$ cat config.mk
export PLATFORM = sky130hd
export DESIGN_NAME = psq_sequencer
export DESIGN_NICKNAME = d
export VERILOG_FILES = /design/src/pkg/psq_pkg.sv /design/src/rtl/psq_sequencer.sv
export SDC_FILE = /design/constraint.sdc
export NUM_CORES = 1
export LEC_CHECK = 0
export BUFFER_PORTS_ARGS = -buffer_cell sky130_fd_sc_hd__buf_2
export CAP_MARGIN = 20
export CORE_UTILIZATION = 50
export DETAILED_ROUTE_END_ITERATION = 8
export PLACE_DENSITY = 0.72
export SETUP_SLACK_MARGIN = 0.3
export SYNTH_ARGS = -nofsm -noshare
export SYNTH_HDL_FRONTEND = slang
export SYNTH_SLANG_ARGS = --single-unit
$ cat constraint.sdc
create_clock -name clk -period 2.2 [get_ports clk]
set_input_delay 0.44 -clock clk [delete_from_list [all_inputs] [get_ports clk]]
set_output_delay 0.44 -clock clk [all_outputs]
set_load 0.02 [all_outputs]
$ cat src/pkg/psq_pkg.sv
/*
 * constants, states and types of the power-down and start-up sequencer.
 * assumes one system clock; the configuration clock arrives as a pin.
 */
`default_nettype none
package psq_pkg;

   // -----------------------------------------------------------------
   // widths and synchroniser
   // -----------------------------------------------------------------
   localparam int unsigned SYNC_DEPTH   = 3;
   localparam int unsigned POR_CNT_W    = 17;
   localparam int unsigned STEP_W       = 2;

   typedef logic [POR_CNT_W-1:0] psq_cnt_t;
   typedef logic [STEP_W-1:0]    psq_step_t;

   // -----------------------------------------------------------------
   // power-on delay and memory clear, in configuration-clock periods
   // -----------------------------------------------------------------
   localparam int unsigned POR_MASTER_PERIODS = 65536;
   localparam int unsigned POR_SLAVE_PERIODS  = 16384;
   localparam int unsigned CLEAR_FRAMES       = 16;

   // -----------------------------------------------------------------
   // start-up steps, one per configuration-clock rising edge
   // -----------------------------------------------------------------
   localparam psq_step_t STEP_IDLE  = 2'h0;
   localparam psq_step_t STEP_FIRST = 2'h1;
   localparam psq_step_t STEP_IO    = 2'h2;
   localparam psq_step_t STEP_LAST  = 2'h3;

   localparam psq_cnt_t CNT_ZERO = 17'h00000;
   localparam psq_cnt_t CNT_ONE  = 17'h00001;

   // -----------------------------------------------------------------
   // sequencer states
   // -----------------------------------------------------------------
   typedef enum logic [2:0] {
      ST_POR,
      ST_CLEAR,
      ST_CONFIG,
      ST_STARTUP,
      ST_ACTIVE,
      ST_PWRDN
   } psq_state_e;

endpackage
`default_nettype wire

$ cat src/rtl/psq_sequencer.sv
/*
 * power-down hold state, start-up ordering on the configuration clock,
 * and the one-shot system reset pulse generator.
 * assumes clk is the system clock; config_clock, power_down_n, reset_in_n
 * and the pads come from pins; the loader signals run on clk.
 */
// Operation
// low power-down input halts all internal activity for minimal supply current.
// power-down switches off all pull-ups on long lines and pads.
// power-down stops the crystal oscillator.
// power-down places every package output in high impedance.
// power-down presents constant high inputs to internal logic.
// power-down holds every flip-flop and latch in reset.
// power-down keeps configuration; combinational logic keeps evaluating.
// power-down ignores every clock.
// leaving power-down reruns the end-of-configuration start-up sequence.
// outside party keeps power-down high throughout configuration.
// outside party drives power-down low before supply sags below threshold.
// outside party releases power-down only after supply recovers.
// completion flag rises one period before or after I/O activation.
// global reset releases one period before or after I/O activation.
// default order is flag, then I/O, then reset release.
// before activation unused pins float with weak pull-ups, storage reset.
// activation on a rising configuration-clock edge, outputs and clocks together.
// daisy-chained devices activate on the same configuration-clock edge.
// logic and oscillator run once configured; storage reset, outputs float.
// reset generator latch sets while low-during-config asserted, then holds.
// first system edge after configuration makes one chip reset pulse.
// generator never pulses again after its single pulse.
// reset input toggling aborts configuration, clears memory, restarts source.
// configuration clock times a long master or short slave power-on delay.
// configuration-clock events are synchronised before system-clock use.
`timescale 1ns/1ps
`default_nettype none
module psq_sequencer #(
   parameter int unsigned N_PADS         = 8,
   parameter int unsigned POR_MASTER_LEN = psq_pkg::POR_MASTER_PERIODS,
   parameter int unsigned POR_SLAVE_LEN  = psq_pkg::POR_SLAVE_PERIODS,
   parameter int unsigned CLEAR_LEN      = psq_pkg::CLEAR_FRAMES
) (
   input  wire logic              clk,
   input  wire logic              arst_n,
   input  wire logic              power_down_n,
   input  wire logic              config_clock,
   input  wire logic              reset_in_n,
   input  wire logic              master_mode,
   input  wire logic              config_load_done,
   input  wire logic              osc_cfg_loaded,
   input  wire logic              done_after_io,
   input  wire logic              reset_before_io,
   input  wire logic [N_PADS-1:0] pad_in,
   input  wire logic [N_PADS-1:0] user_oe,
   output logic      [N_PADS-1:0] pad_in_int,
   output logic      [N_PADS-1:0] pad_oe,
   output logic                   pad_pullup_en,
   output logic                   longline_pullup_en,
   output logic                   osc_enable,
   output logic                   config_done,
   output logic                   config_valid,
   output logic                   logic_live,
   output logic                   global_reset_n,
   output logic                   user_clock_en,
   output logic                   low_during_config_n,
   output logic                   chip_reset_o,
   output logic                   chip_reset_oe,
   output logic                   source_reset_n
);

   // -----------------------------------------------------------------
   // state record
   // -----------------------------------------------------------------
   typedef struct packed {
      psq_pkg::psq_state_e state;
      logic [psq_pkg::SYNC_DEPTH-1:0] cc_s;
      logic [psq_pkg::SYNC_DEPTH-1:0] pd_s;
      logic [psq_pkg::SYNC_DEPTH-1:0] rs_s;
      logic                cc_f;
      logic                pd_f;
      logic                rs_f;
      logic [N_PADS-1:0]   pin_s0;
      logic [N_PADS-1:0]   pin_s1;
      logic [N_PADS-1:0]   pin_s2;
      logic [N_PADS-1:0]   pin_f;
      logic [N_PADS-1:0]   pin_int;
      psq_pkg::psq_cnt_t   cnt;
      psq_pkg::psq_step_t  step;
      logic                strap_done;
      logic                master;
      logic                done;
      logic                io_act;
      logic                grst_rel;
      logic                ldc_n;
      logic                latch;
      logic                gen_q;
      logic                restart;
   } psq_state_s;

   psq_state_s st_ff;
   psq_state_s nxt_st;

   // -----------------------------------------------------------------
   // helpers
   // -----------------------------------------------------------------
   function automatic logic agree(input logic [psq_pkg::SYNC_DEPTH-1:0] s,
                                  input logic                          f);
      // filtered level moves once the two later stages agree
      agree = (s[1] == s[2]) ? s[2] : f;
   endfunction

   function automatic psq_pkg::psq_cnt_t last_of(input int unsigned len);
      last_of = psq_pkg::psq_cnt_t'(len - 1);
   endfunction

   logic cc_rise;
   logic pd_rise;
   logic pd_fall;
   logic rs_fall;
   logic in_pwrdn;
   psq_pkg::psq_cnt_t por_last;

   always_comb begin
      cc_rise  = nxt_st.cc_f & ~st_ff.cc_f;
      pd_rise  = nxt_st.pd_f & ~st_ff.pd_f;
      pd_fall  = ~nxt_st.pd_f & st_ff.pd_f;
      rs_fall  = ~nxt_st.rs_f & st_ff.rs_f;
      in_pwrdn = (st_ff.state == psq_pkg::ST_PWRDN);
      por_last = st_ff.master ? last_of(POR_MASTER_LEN) : last_of(POR_SLAVE_LEN);
   end

   // -----------------------------------------------------------------
   // next state
   // -----------------------------------------------------------------
   always_comb begin
      nxt_st = st_ff;

      // pin synchronisers, first stage read only by the second
      nxt_st.cc_s   = {st_ff.cc_s[1:0], config_clock};
      nxt_st.pd_s   = {st_ff.pd_s[1:0], power_down_n};
      nxt_st.rs_s   = {st_ff.rs_s[1:0], reset_in_n};
      nxt_st.cc_f   = agree(st_ff.cc_s, st_ff.cc_f);
      nxt_st.pd_f   = agree(st_ff.pd_s, st_ff.pd_f);
      nxt_st.rs_f   = agree(st_ff.rs_s, st_ff.rs_f);
      nxt_st.pin_s0 = pad_in;
      nxt_st.pin_s1 = st_ff.pin_s0;
      nxt_st.pin_s2 = st_ff.pin_s1;
      for (int i = 0; i < int'(N_PADS); i++) begin
         nxt_st.pin_f[i] = (st_ff.pin_s1[i] == st_ff.pin_s2[i]) ? st_ff.pin_s2[i]
                                                                : st_ff.pin_f[i];
      end

      // strap caught on the first edge after reset release
      if (!st_ff.strap_done) begin
         nxt_st.strap_done = 1'b1;
         nxt_st.master     = master_mode;
      end

      // inputs forced high in power-down, else seen by live logic
      nxt_st.pin_int = in_pwrdn ? {N_PADS{1'b1}} : st_ff.pin_f;
      nxt_st.restart = 1'b0;

      case (st_ff.state)
         psq_pkg::ST_POR: begin
            if (cc_rise && st_ff.strap_done) begin
               if (st_ff.cnt == por_last) begin
                  nxt_st.cnt   = psq_pkg::CNT_ZERO;
                  nxt_st.state = psq_pkg::ST_CLEAR;
               end else begin
                  nxt_st.cnt = st_ff.cnt + psq_pkg::CNT_ONE;
               end
            end
         end
         psq_pkg::ST_CLEAR: begin
            // one configuration-clock period per cleared frame
            if (!st_ff.rs_f) begin
               nxt_st.restart = 1'b1;
               nxt_st.cnt     = psq_pkg::CNT_ZERO;
            end else if (cc_rise) begin
               if (st_ff.cnt == last_of(CLEAR_LEN)) begin
                  nxt_st.cnt   = psq_pkg::CNT_ZERO;
                  nxt_st.state = psq_pkg::ST_CONFIG;
               end else begin
                  nxt_st.cnt = st_ff.cnt + psq_pkg::CNT_ONE;
               end
            end
         end
         psq_pkg::ST_CONFIG: begin
            // power-down is kept high by the outside party here
            if (rs_fall || !st_ff.rs_f) begin
               nxt_st.state   = psq_pkg::ST_CLEAR;
               nxt_st.cnt     = psq_pkg::CNT_ZERO;
               nxt_st.restart = 1'b1;
            end else if (config_load_done) begin
               nxt_st.state = psq_pkg::ST_STARTUP;
               nxt_st.step  = psq_pkg::STEP_IDLE;
            end
         end
         psq_pkg::ST_STARTUP: begin
            if (!st_ff.rs_f && !st_ff.ldc_n) begin
               nxt_st.state    = psq_pkg::ST_CLEAR;
               nxt_st.cnt      = psq_pkg::CNT_ZERO;
               nxt_st.restart  = 1'b1;
               nxt_st.done     = 1'b0;
               nxt_st.io_act   = 1'b0;
               nxt_st.grst_rel = 1'b0;
            end else if (cc_rise) begin
               nxt_st.step = st_ff.step + psq_pkg::STEP_FIRST;
               case (st_ff.step)
                  psq_pkg::STEP_IDLE: begin
                     if (!done_after_io) begin
                        nxt_st.done = 1'b1;
                     end
                     if (reset_before_io) begin
                        nxt_st.grst_rel = 1'b1;
                     end
                  end
                  psq_pkg::STEP_FIRST: begin
                     nxt_st.io_act = 1'b1;
                     nxt_st.ldc_n  = 1'b1;
                  end
                  default: begin
                     nxt_st.done     = 1'b1;
                     nxt_st.grst_rel = 1'b1;
                     nxt_st.state    = psq_pkg::ST_ACTIVE;
                     nxt_st.step     = psq_pkg::STEP_IDLE;
                  end
               endcase
            end
         end
         psq_pkg::ST_ACTIVE: begin
            // outside party drops power-down ahead of a supply sag
            if (pd_fall || !st_ff.pd_f) begin
               nxt_st.state    = psq_pkg::ST_PWRDN;
               nxt_st.done     = 1'b0;
               nxt_st.io_act   = 1'b0;
               nxt_st.grst_rel = 1'b0;
            end
         end
         psq_pkg::ST_PWRDN: begin
            // clocks ignored; release only after supply recovery
            if (pd_rise) begin
               nxt_st.state = psq_pkg::ST_STARTUP;
               nxt_st.step  = psq_pkg::STEP_IDLE;
            end
         end
         default: begin
            nxt_st.state = psq_pkg::ST_POR;
         end
      endcase

      // one-shot reset generator on the system clock
      if (!st_ff.ldc_n) begin
         nxt_st.latch = 1'b1;
      end else if (st_ff.gen_q) begin
         nxt_st.latch = 1'b0;
      end
      if (in_pwrdn || !st_ff.grst_rel || !st_ff.ldc_n) begin
         nxt_st.gen_q = 1'b0;
      end else begin
         nxt_st.gen_q = st_ff.latch & ~st_ff.gen_q;
      end
   end

   // -----------------------------------------------------------------
   // registers
   // -----------------------------------------------------------------
   always_ff @(posedge clk or negedge arst_n) begin
      if (!arst_n) begin
         st_ff.state      <= psq_pkg::ST_POR;
         st_ff.cc_s       <= '0;
         st_ff.pd_s       <= '0;
         st_ff.rs_s       <= '0;
         st_ff.cc_f       <= 1'b0;
         st_ff.pd_f       <= 1'b0;
         st_ff.rs_f       <= 1'b0;
         st_ff.pin_s0     <= '0;
         st_ff.pin_s1     <= '0;
         st_ff.pin_s2     <= '0;
         st_ff.pin_f      <= '0;
         st_ff.pin_int    <= '0;
         st_ff.cnt        <= psq_pkg::CNT_ZERO;
         st_ff.step       <= psq_pkg::STEP_IDLE;
         st_ff.strap_done <= 1'b0;
         st_ff.master     <= 1'b0;
         st_ff.done       <= 1'b0;
         st_ff.io_act     <= 1'b0;
         st_ff.grst_rel   <= 1'b0;
         st_ff.ldc_n      <= 1'b0;
         st_ff.latch      <= 1'b0;
         st_ff.gen_q      <= 1'b0;
         st_ff.restart    <= 1'b0;
      end else begin
         st_ff <= nxt_st;
      end
   end

   // -----------------------------------------------------------------
   // outputs
   // -----------------------------------------------------------------
   logic active_io;
   always_comb begin
      active_io          = st_ff.io_act & ~in_pwrdn;
      pad_in_int         = st_ff.pin_int;
      pad_oe             = user_oe & {N_PADS{active_io}};
      pad_pullup_en      = ~st_ff.io_act & ~in_pwrdn;
      longline_pullup_en = ~in_pwrdn;
      osc_enable         = osc_cfg_loaded & ~in_pwrdn;
      config_done        = st_ff.done;
      config_valid       = (st_ff.state == psq_pkg::ST_STARTUP) |
                           (st_ff.state == psq_pkg::ST_ACTIVE) | in_pwrdn;
      logic_live         = (st_ff.state != psq_pkg::ST_POR) &
                           (st_ff.state != psq_pkg::ST_CLEAR);
      global_reset_n     = st_ff.grst_rel & ~in_pwrdn & ~st_ff.gen_q;
      user_clock_en      = active_io;
      low_during_config_n = st_ff.ldc_n;
      chip_reset_o       = 1'b0;
      chip_reset_oe      = st_ff.gen_q;
      source_reset_n     = ~st_ff.restart;
   end

endmodule
`default_nettype wire
==> results of run 1 <==
-- stage by stage --
step / instances / area [sq um] / total power, mW / utilization
global route: 448 / 4190 / 3.30 / 0.621
floorplan: 297 / 3480 / 1.86 / -
finish: 448 / 4190 / 3.15 / 0.621
detailed placement: 413 / 3750 / 1.95 / 0.556
global placement: 413 / 3750 / 1.94 / 0.556
CTS: 440 / 4090 / 3.18 / 0.606
-- sequential cells by signal (all words and copies together) (netlist names) --
register             count
st_ff                   50
nxt_st                  22
pad_in_int               8
chip_reset_oe            1
config_done              1
low_during_config_n      1
-- worst max-delay path, cell delays in order (launching register included) --
cell	delay [ps]
dfrtp_2	430
nand3b_1	190
buf_6	160
and3b_1	190
buf_4	160
-- metal layers --
layer  part of all wire  wire length, um  global-route usage
met5                  0                0                   0
met4              0.017              114              0.0636
met3              0.061              395              0.0652
met2               0.48             3150               0.296
met1               0.44             2870               0.244
-- cell usage in the layout (no fill, tap or decap), types with 2 or more instances in the layout --
master	n
a21oi_1	6
and2_1	2
and3_1	14
and3b_1	2
buf_12	2
buf_2	49
buf_4	22
bufinv_16	2
clkbuf_8	9
clkinv_4	2
conb_1	2
dfrtp_1	80
dfrtp_2	3
inv_1	9
inv_6	2
maj3_1	10
mux2_2	2
nand2_1	11
nand2b_1	9
nand3_1	5
nand3b_1	4
nand4_1	3
nor2_1	31
nor2_4	2
nor3_1	4
nor3_4	2
nor4_1	3
o2111ai_1	10
o211ai_1	5
o21ai_0	15
o31ai_1	5
or3_1	2
xor2_1	10
-- area by class of cell --
cell class | instances | area [sq um]
clock buffer | 9 | 124
multi-input combinational | 185 | 1280
fill | 524 | 2560
tap | 80 | 100
timing repair buffer | 75 | 472
clock inverter | 7 | 106
inverter | 9 | 33.8
sequential | 83 | 2080
-- worst max-delay path by stage --
| stage | slack [ps] | from | to |
|---|---|---|---|
| 2_1_floorplan | 360 | st_ff[82] | pad_pullup_en |
| 3_3_place_gp | 280 | st_ff[82] | st_ff[18] |
| 3_5_place_dp | 200 | st_ff[80] | st_ff[15] |
| 4_1_cts | 270 | st_ff[81] | global_reset_n |
| 5_1_grt | 200 | st_ff[81] | global_reset_n |
| 6_report | 290 | st_ff[81] | global_reset_n |
-- power by group through the flow --
| stage | Sequential (mW) | Clock [mW] | Combinational, mW |
|---|---|---|---|
| 2_1_floorplan | 1.70 | 0 | 0.157 |
| 3_3_place_gp | 1.71 | 0 | 0.225 |
| 3_5_place_dp | 1.72 | 0 | 0.228 |
| 4_1_cts | 1.69 | 1.26 | 0.232 |
| 5_1_grt | 1.70 | 1.32 | 0.269 |
| 6_report | 1.69 | 1.22 | 0.240 |
-- kinds of logic after synthesis --
| logic type | share of synthesized area |
|---|---|
| AND/OR/NAND/NOR | 0.164 |
| AO/OA/AOI/OAI | 0.120 |
| flip-flops | 0.596 |
| buffers and inverters | 0.0488 |
| adder cells (fa/ha/maj) | 0.0323 |
| XOR/XNOR | 0.0276 |
| multiplexers | 0.00934 |
| other | 0.00216 |
-- what timing repair did --
item / in CTS / in global routing
setup buffers: 10 / 8
hold endpoints to repair: 23 / 0
pin swaps: 2 / 1
resized for setup: 5 / 11
endpoints found under the setup margin: 30 / 29
hold buffers: 1 / 0
==> impl_metrics.py, run 1 <==
metrics = {
    "place": {
        "port_buffers": 52,
        "post-place-ws_ps": 196,
        "dp_hpwl_mm": 4.20,
        "gp_congestion": 0.887,
    },
    "detailed_routing": {
        "vias_per_cell": 5.46,
        "num_vias": 2447,
        "wire_per_inst_um": 14.6,
        "first_pass_iters": 4,
        "drtIter0Drc": 198,
        "ant_nets": 0,
        "wirelength_mm": 6.53,
        "drc": 0,
    },
    "finish": {
        "n_antenna_cell": 0,
        "area_growth_pct": 20.4,
        "drive_above_1_share": 0.302,
        "nets": 390,
    },
    "synthesis": {
        "synth_top_area_frac": 0.596,
        "synth-edff-count": 0,
        "synth_area_leader_cell": "dfrtp_1",
        "synthesis.area_sq_um": 3480,
        "async_reset_ff_frac": 1.00,
        "netlist_instances": 297,
        "yosysMostFrequentCell": "dfrtp_1",
        "yosysSeqAreaShare": 0.596,
        "syn_area_per_cell_sq_um": 11.7,
        "yosys_warnings": 0,
        "synth.area.top_cells": "dfrtp_1 60%, nor2_1 3.6%, maj3_1 2.9%",
        "synthTopCellsByCount": "83 x dfrtp_1, 33 x nor2_1, 15 x o21ai_0",
        "ys_types": 53,
        "synth-seq-cells": 83,
        "ys.flop_type": "dfrtp_1",
        "synthesis.nets": 324,
    },
    "timing": {
        "slew_viol_final": 0,
        "hold_viol": 0,
        "setup-tns-final_ps": 0,
        "fin_ws_ps": 286,
        "worst_pin_slew_ps": 508,
        "clock.fmax_ghz": 0.522,
        "setup_viol": 0,
        "min_period_over_period": 0.870,
        "slew_headroom": 0.659,
        "rsz0062_at_grt": "yes",
        "hold_slack_ps": 188,
        "finalCriticalPeriod_ps": 1910,
        "fin_worst_skew_ps": 14.4,
    },
    "power_and_ir_drop": {
        "leakagePower_nw": 1.98,
        "internal_power_mw": 2.38,
        "switchingPower_mw": 0.767,
        "p_comb_frac": 0.076,
        "seq_power_share": 0.536,
        "powerDensity_nw_per_um2": 750,
        "sw_frac_of_total": 0.244,
        "peakVddDrop_mv": 0.346,
        "clkPwrFrac": 0.387,
    },
    "floorplanning": {
        "die_area_sq_um": 7310,
        "die_h_um": 85.5,
        "start_util": 0.516,
        "row_count": 30,
        "boundaryPins": 54,
        "die_w_um": 85.5,
        "core_area_sq_um": 6760,
    },
    "setup_path": {
        "setup.worst_path.class": "reg -> out",
        "regToRegSetupSlack_ps": 310,
        "reg2reg_from": "st_ff[80]",
        "end_kind": "output pin",
        "r2r-end": "st_ff[9]",
        "r2r_cells": 6,
        "cp_max_fo": 14,
        "arrival_ps": 1470,
        "critPathRequiredTime_ps": 1760,
        "cp-start-kind": "register",
    },
    "clock_tree": {
        "cts-htree-levels": 3,
        "cts_root_buf": "clkbuf_8",
        "clk_path_buf_depth": 2,
        "clk_pin_slew_worst_paths_ps": 90,
        "cts_tree": "yes",
        "cts_sinks": 83,
        "numCtsBuffers": 9,
        "insertion_delay_ps": 350,
    },
    "global_route": {
        "grt_max_degree": 61,
        "antenna_found_initial": 0,
        "grt_usage": 0.188,
        "grt_pass1_vias": 2241,
        "grt_pass1_wl_mm": 10.5,
        "grt-ovfl-total": 0,
    },
    "worst_hold_path": {
        "hold_end": "nxt_st[52]",
        "min_path_cells": 1,
        "holdCritStartpoint": "pad_in[0]",
        "worstHoldPathType": "in -> reg",
    },
    "job": {
        "cap_violations": 0,
    },
    "status": {
        "status": "complete, no violations",
    },
}
(Power assumes the default switching activity.)
==> run 2, diff against run 1 <==
Settings changed: CORE_UTILIZATION 50 to 30, PLACE_DENSITY 0.72 to not set.
==> impl_metrics.py, run 2 (synthesis gave the netlist of run 1 again) <==
metrics = {
    "detailed_routing": {
        "drtIter0Drc": 161,
        "drc": 0,
        "num_vias": 2475,
        "ant_nets": 0,
        "wire_per_inst_um": 13.7,
        "first_pass_iters": 4,
        "vias_per_cell": 4.89,
        "wirelength_mm": 6.92,
    },
    "timing": {
        "min_period_over_period": 0.850,
        "finalCriticalPeriod_ps": 1870,
        "fin_worst_skew_ps": 9.69,
        "slew_headroom": 0.655,
        "slew_viol_final": 0,
        "fin_ws_ps": 331,
        "setup_viol": 0,
        "rsz0062_at_grt": "yes",
        "setup-tns-final_ps": 0,
        "worst_pin_slew_ps": 518,
        "clock.fmax_ghz": 0.535,
        "hold_viol": 0,
    },
    "power_and_ir_drop": {
        "leakagePower_nw": 1.98,
        "clkPwrFrac": 0.435,
        "switchingPower_mw": 0.835,
        "sw_frac_of_total": 0.241,
        "p_comb_frac": 0.079,
        "seq_power_share": 0.486,
        "internal_power_mw": 2.64,
        "power_mw": 3.47,
        "peakVddDrop_mv": 0.331,
        "powerDensity_nw_per_um2": 807,
    },
    "setup_path": {
        "cp-startpoint": "st_ff[81]",
        "cp_top_family": "flip-flops",
        "path_buf_inv": 2,
        "reg2reg_from": "st_ff[26]",
        "regToRegSetupSlack_ps": 380,
        "r2r_cells": 6,
        "max_stage_delay_ps": 430,
        "slowest_stage": "dfrtp_2",
        "cp_max_fo": 15,
        "r2r-end": "st_ff[24]",
        "path_cells": "nand3b_1, buf_6, and3b_1, buf_2",
        "setup.worst_path.class": "reg -> out",
        "arrival_ps": 1430,
        "cp-start-kind": "register",
        "end_kind": "output pin",
        "critPathRequiredTime_ps": 1760,
    },
    "finish": {
        "drive_above_1_share": 0.298,
        "largest_reg_flops": 50,
        "fill_cells": 1052,
        "largest_register": "st_ff",
        "nets": 388,
        "area_growth_pct": 23.4,
        "finalNonFillerCells": 506,
        "final_common_cell": "dfrtp_1",
        "n_antenna_cell": 0,
        "most-common-layout-cells": "80 x dfrtp_1, 51 x buf_2, 32 x nor2_1",
    },
    "global_route": {
        "grt_max_degree": 42,
        "grt-ovfl-total": 0,
        "grt_pass1_vias": 2360,
        "grt_pass1_wl_mm": 11.3,
        "grt_usage": 0.123,
        "antenna_found_initial": 0,
    },
    "floorplanning": {
        "start_util": 0.315,
        "boundaryPins": 54,
        "die_area_sq_um": 12100,
        "row_count": 38,
        "die_w_um": 110,
        "core_area_sq_um": 11100,
        "die_h_um": 110,
    },
    "clock_tree": {
        "cts-htree-levels": 3,
        "cts_hold_buffers": 0,
        "cts_tree": "yes",
        "clk_pin_slew_worst_paths_ps": 60,
        "cts_root_buf": "clkbuf_16",
        "insertion_delay_ps": 330,
        "numCtsBuffers": 9,
        "cts_sinks": 83,
        "clk_path_buf_depth": 2,
    },
    "place": {
        "dp_hpwl_mm": 4.60,
        "port_buffers": 52,
        "post-place-ws_ps": 213,
        "placedCellCount": 476,
        "gp_congestion": 0.817,
    },
    "worst_hold_path": {
        "worstHoldPathType": "in -> async",
    },
    "status": {
        "status": "complete, no violations",
    },
    "job": {
        "cap_violations": 0,
    },
}
## run 2: cell types whose count changed in the layout (fill, tap and decap cells not counted), sizes merged
cell and delta:
buf -2, clkinvlp +2, clkbuf +2, dlygate4sd3 -1
clkinv -2, bufinv -1
## run 2: timing repair
item                       CTS  global route
pin swaps                    2             0
setup buffers               10             4
resized for setup            4             9
setup endpoints to repair   27            27
## run 2: worst max path at each step
stage          slack (ps)  depth (start not counted)        endpoint
2_1_floorplan         360                          4   pad_pullup_en
3_3_place_gp          260                          5       st_ff[18]
3_5_place_dp          210                          5       st_ff[18]
4_1_cts               300                          7       st_ff[18]
5_1_grt               270                          4  global_reset_n
6_report              330                          4  global_reset_n
## run 2: through the flow
step	hold WS, ps	utilization	instance area (sq um)
after floorplan	144	-	3480
after global placement	333	0.348	3850
after detailed placement	335	0.348	3850
after CTS	97.6	0.383	4250
after global routing	124	0.388	4300
final	86.2	0.388	4300
## run 2: final cells by class
class / count / area (sq um) / area share
tap: 140 / 175 / 0.0407
clock buffer: 10 / 229 / 0.0532
sequential: 83 / 2080 / 0.484
multi-input combinational: 185 / 1260 / 0.294
timing repair buffer: 73 / 447 / 0.104
inverter: 9 / 33.8 / 0.00785
clock inverter: 6 / 71.3 / 0.0166
## run 2: per-layer routing
metal,track usage,share of wire,up-vias,wire (um)
met1,0.164,0.46,1207,3210
met5,0,0,-,0
met2,0.195,0.48,87,3290
met3,0.0202,0.046,9,317
met4,0.0610,0.015,0,101
li1,-,-,1172,-
## run 2: power groups by stage
stage	combinational (mW)	clock, mW	sequential [mW]
2_1_floorplan	0.157	0	1.70
3_3_place_gp	0.226	0	1.71
3_5_place_dp	0.235	0	1.72
4_1_cts	0.238	1.55	1.69
5_1_grt	0.314	1.61	1.70
6_report	0.275	1.51	1.69
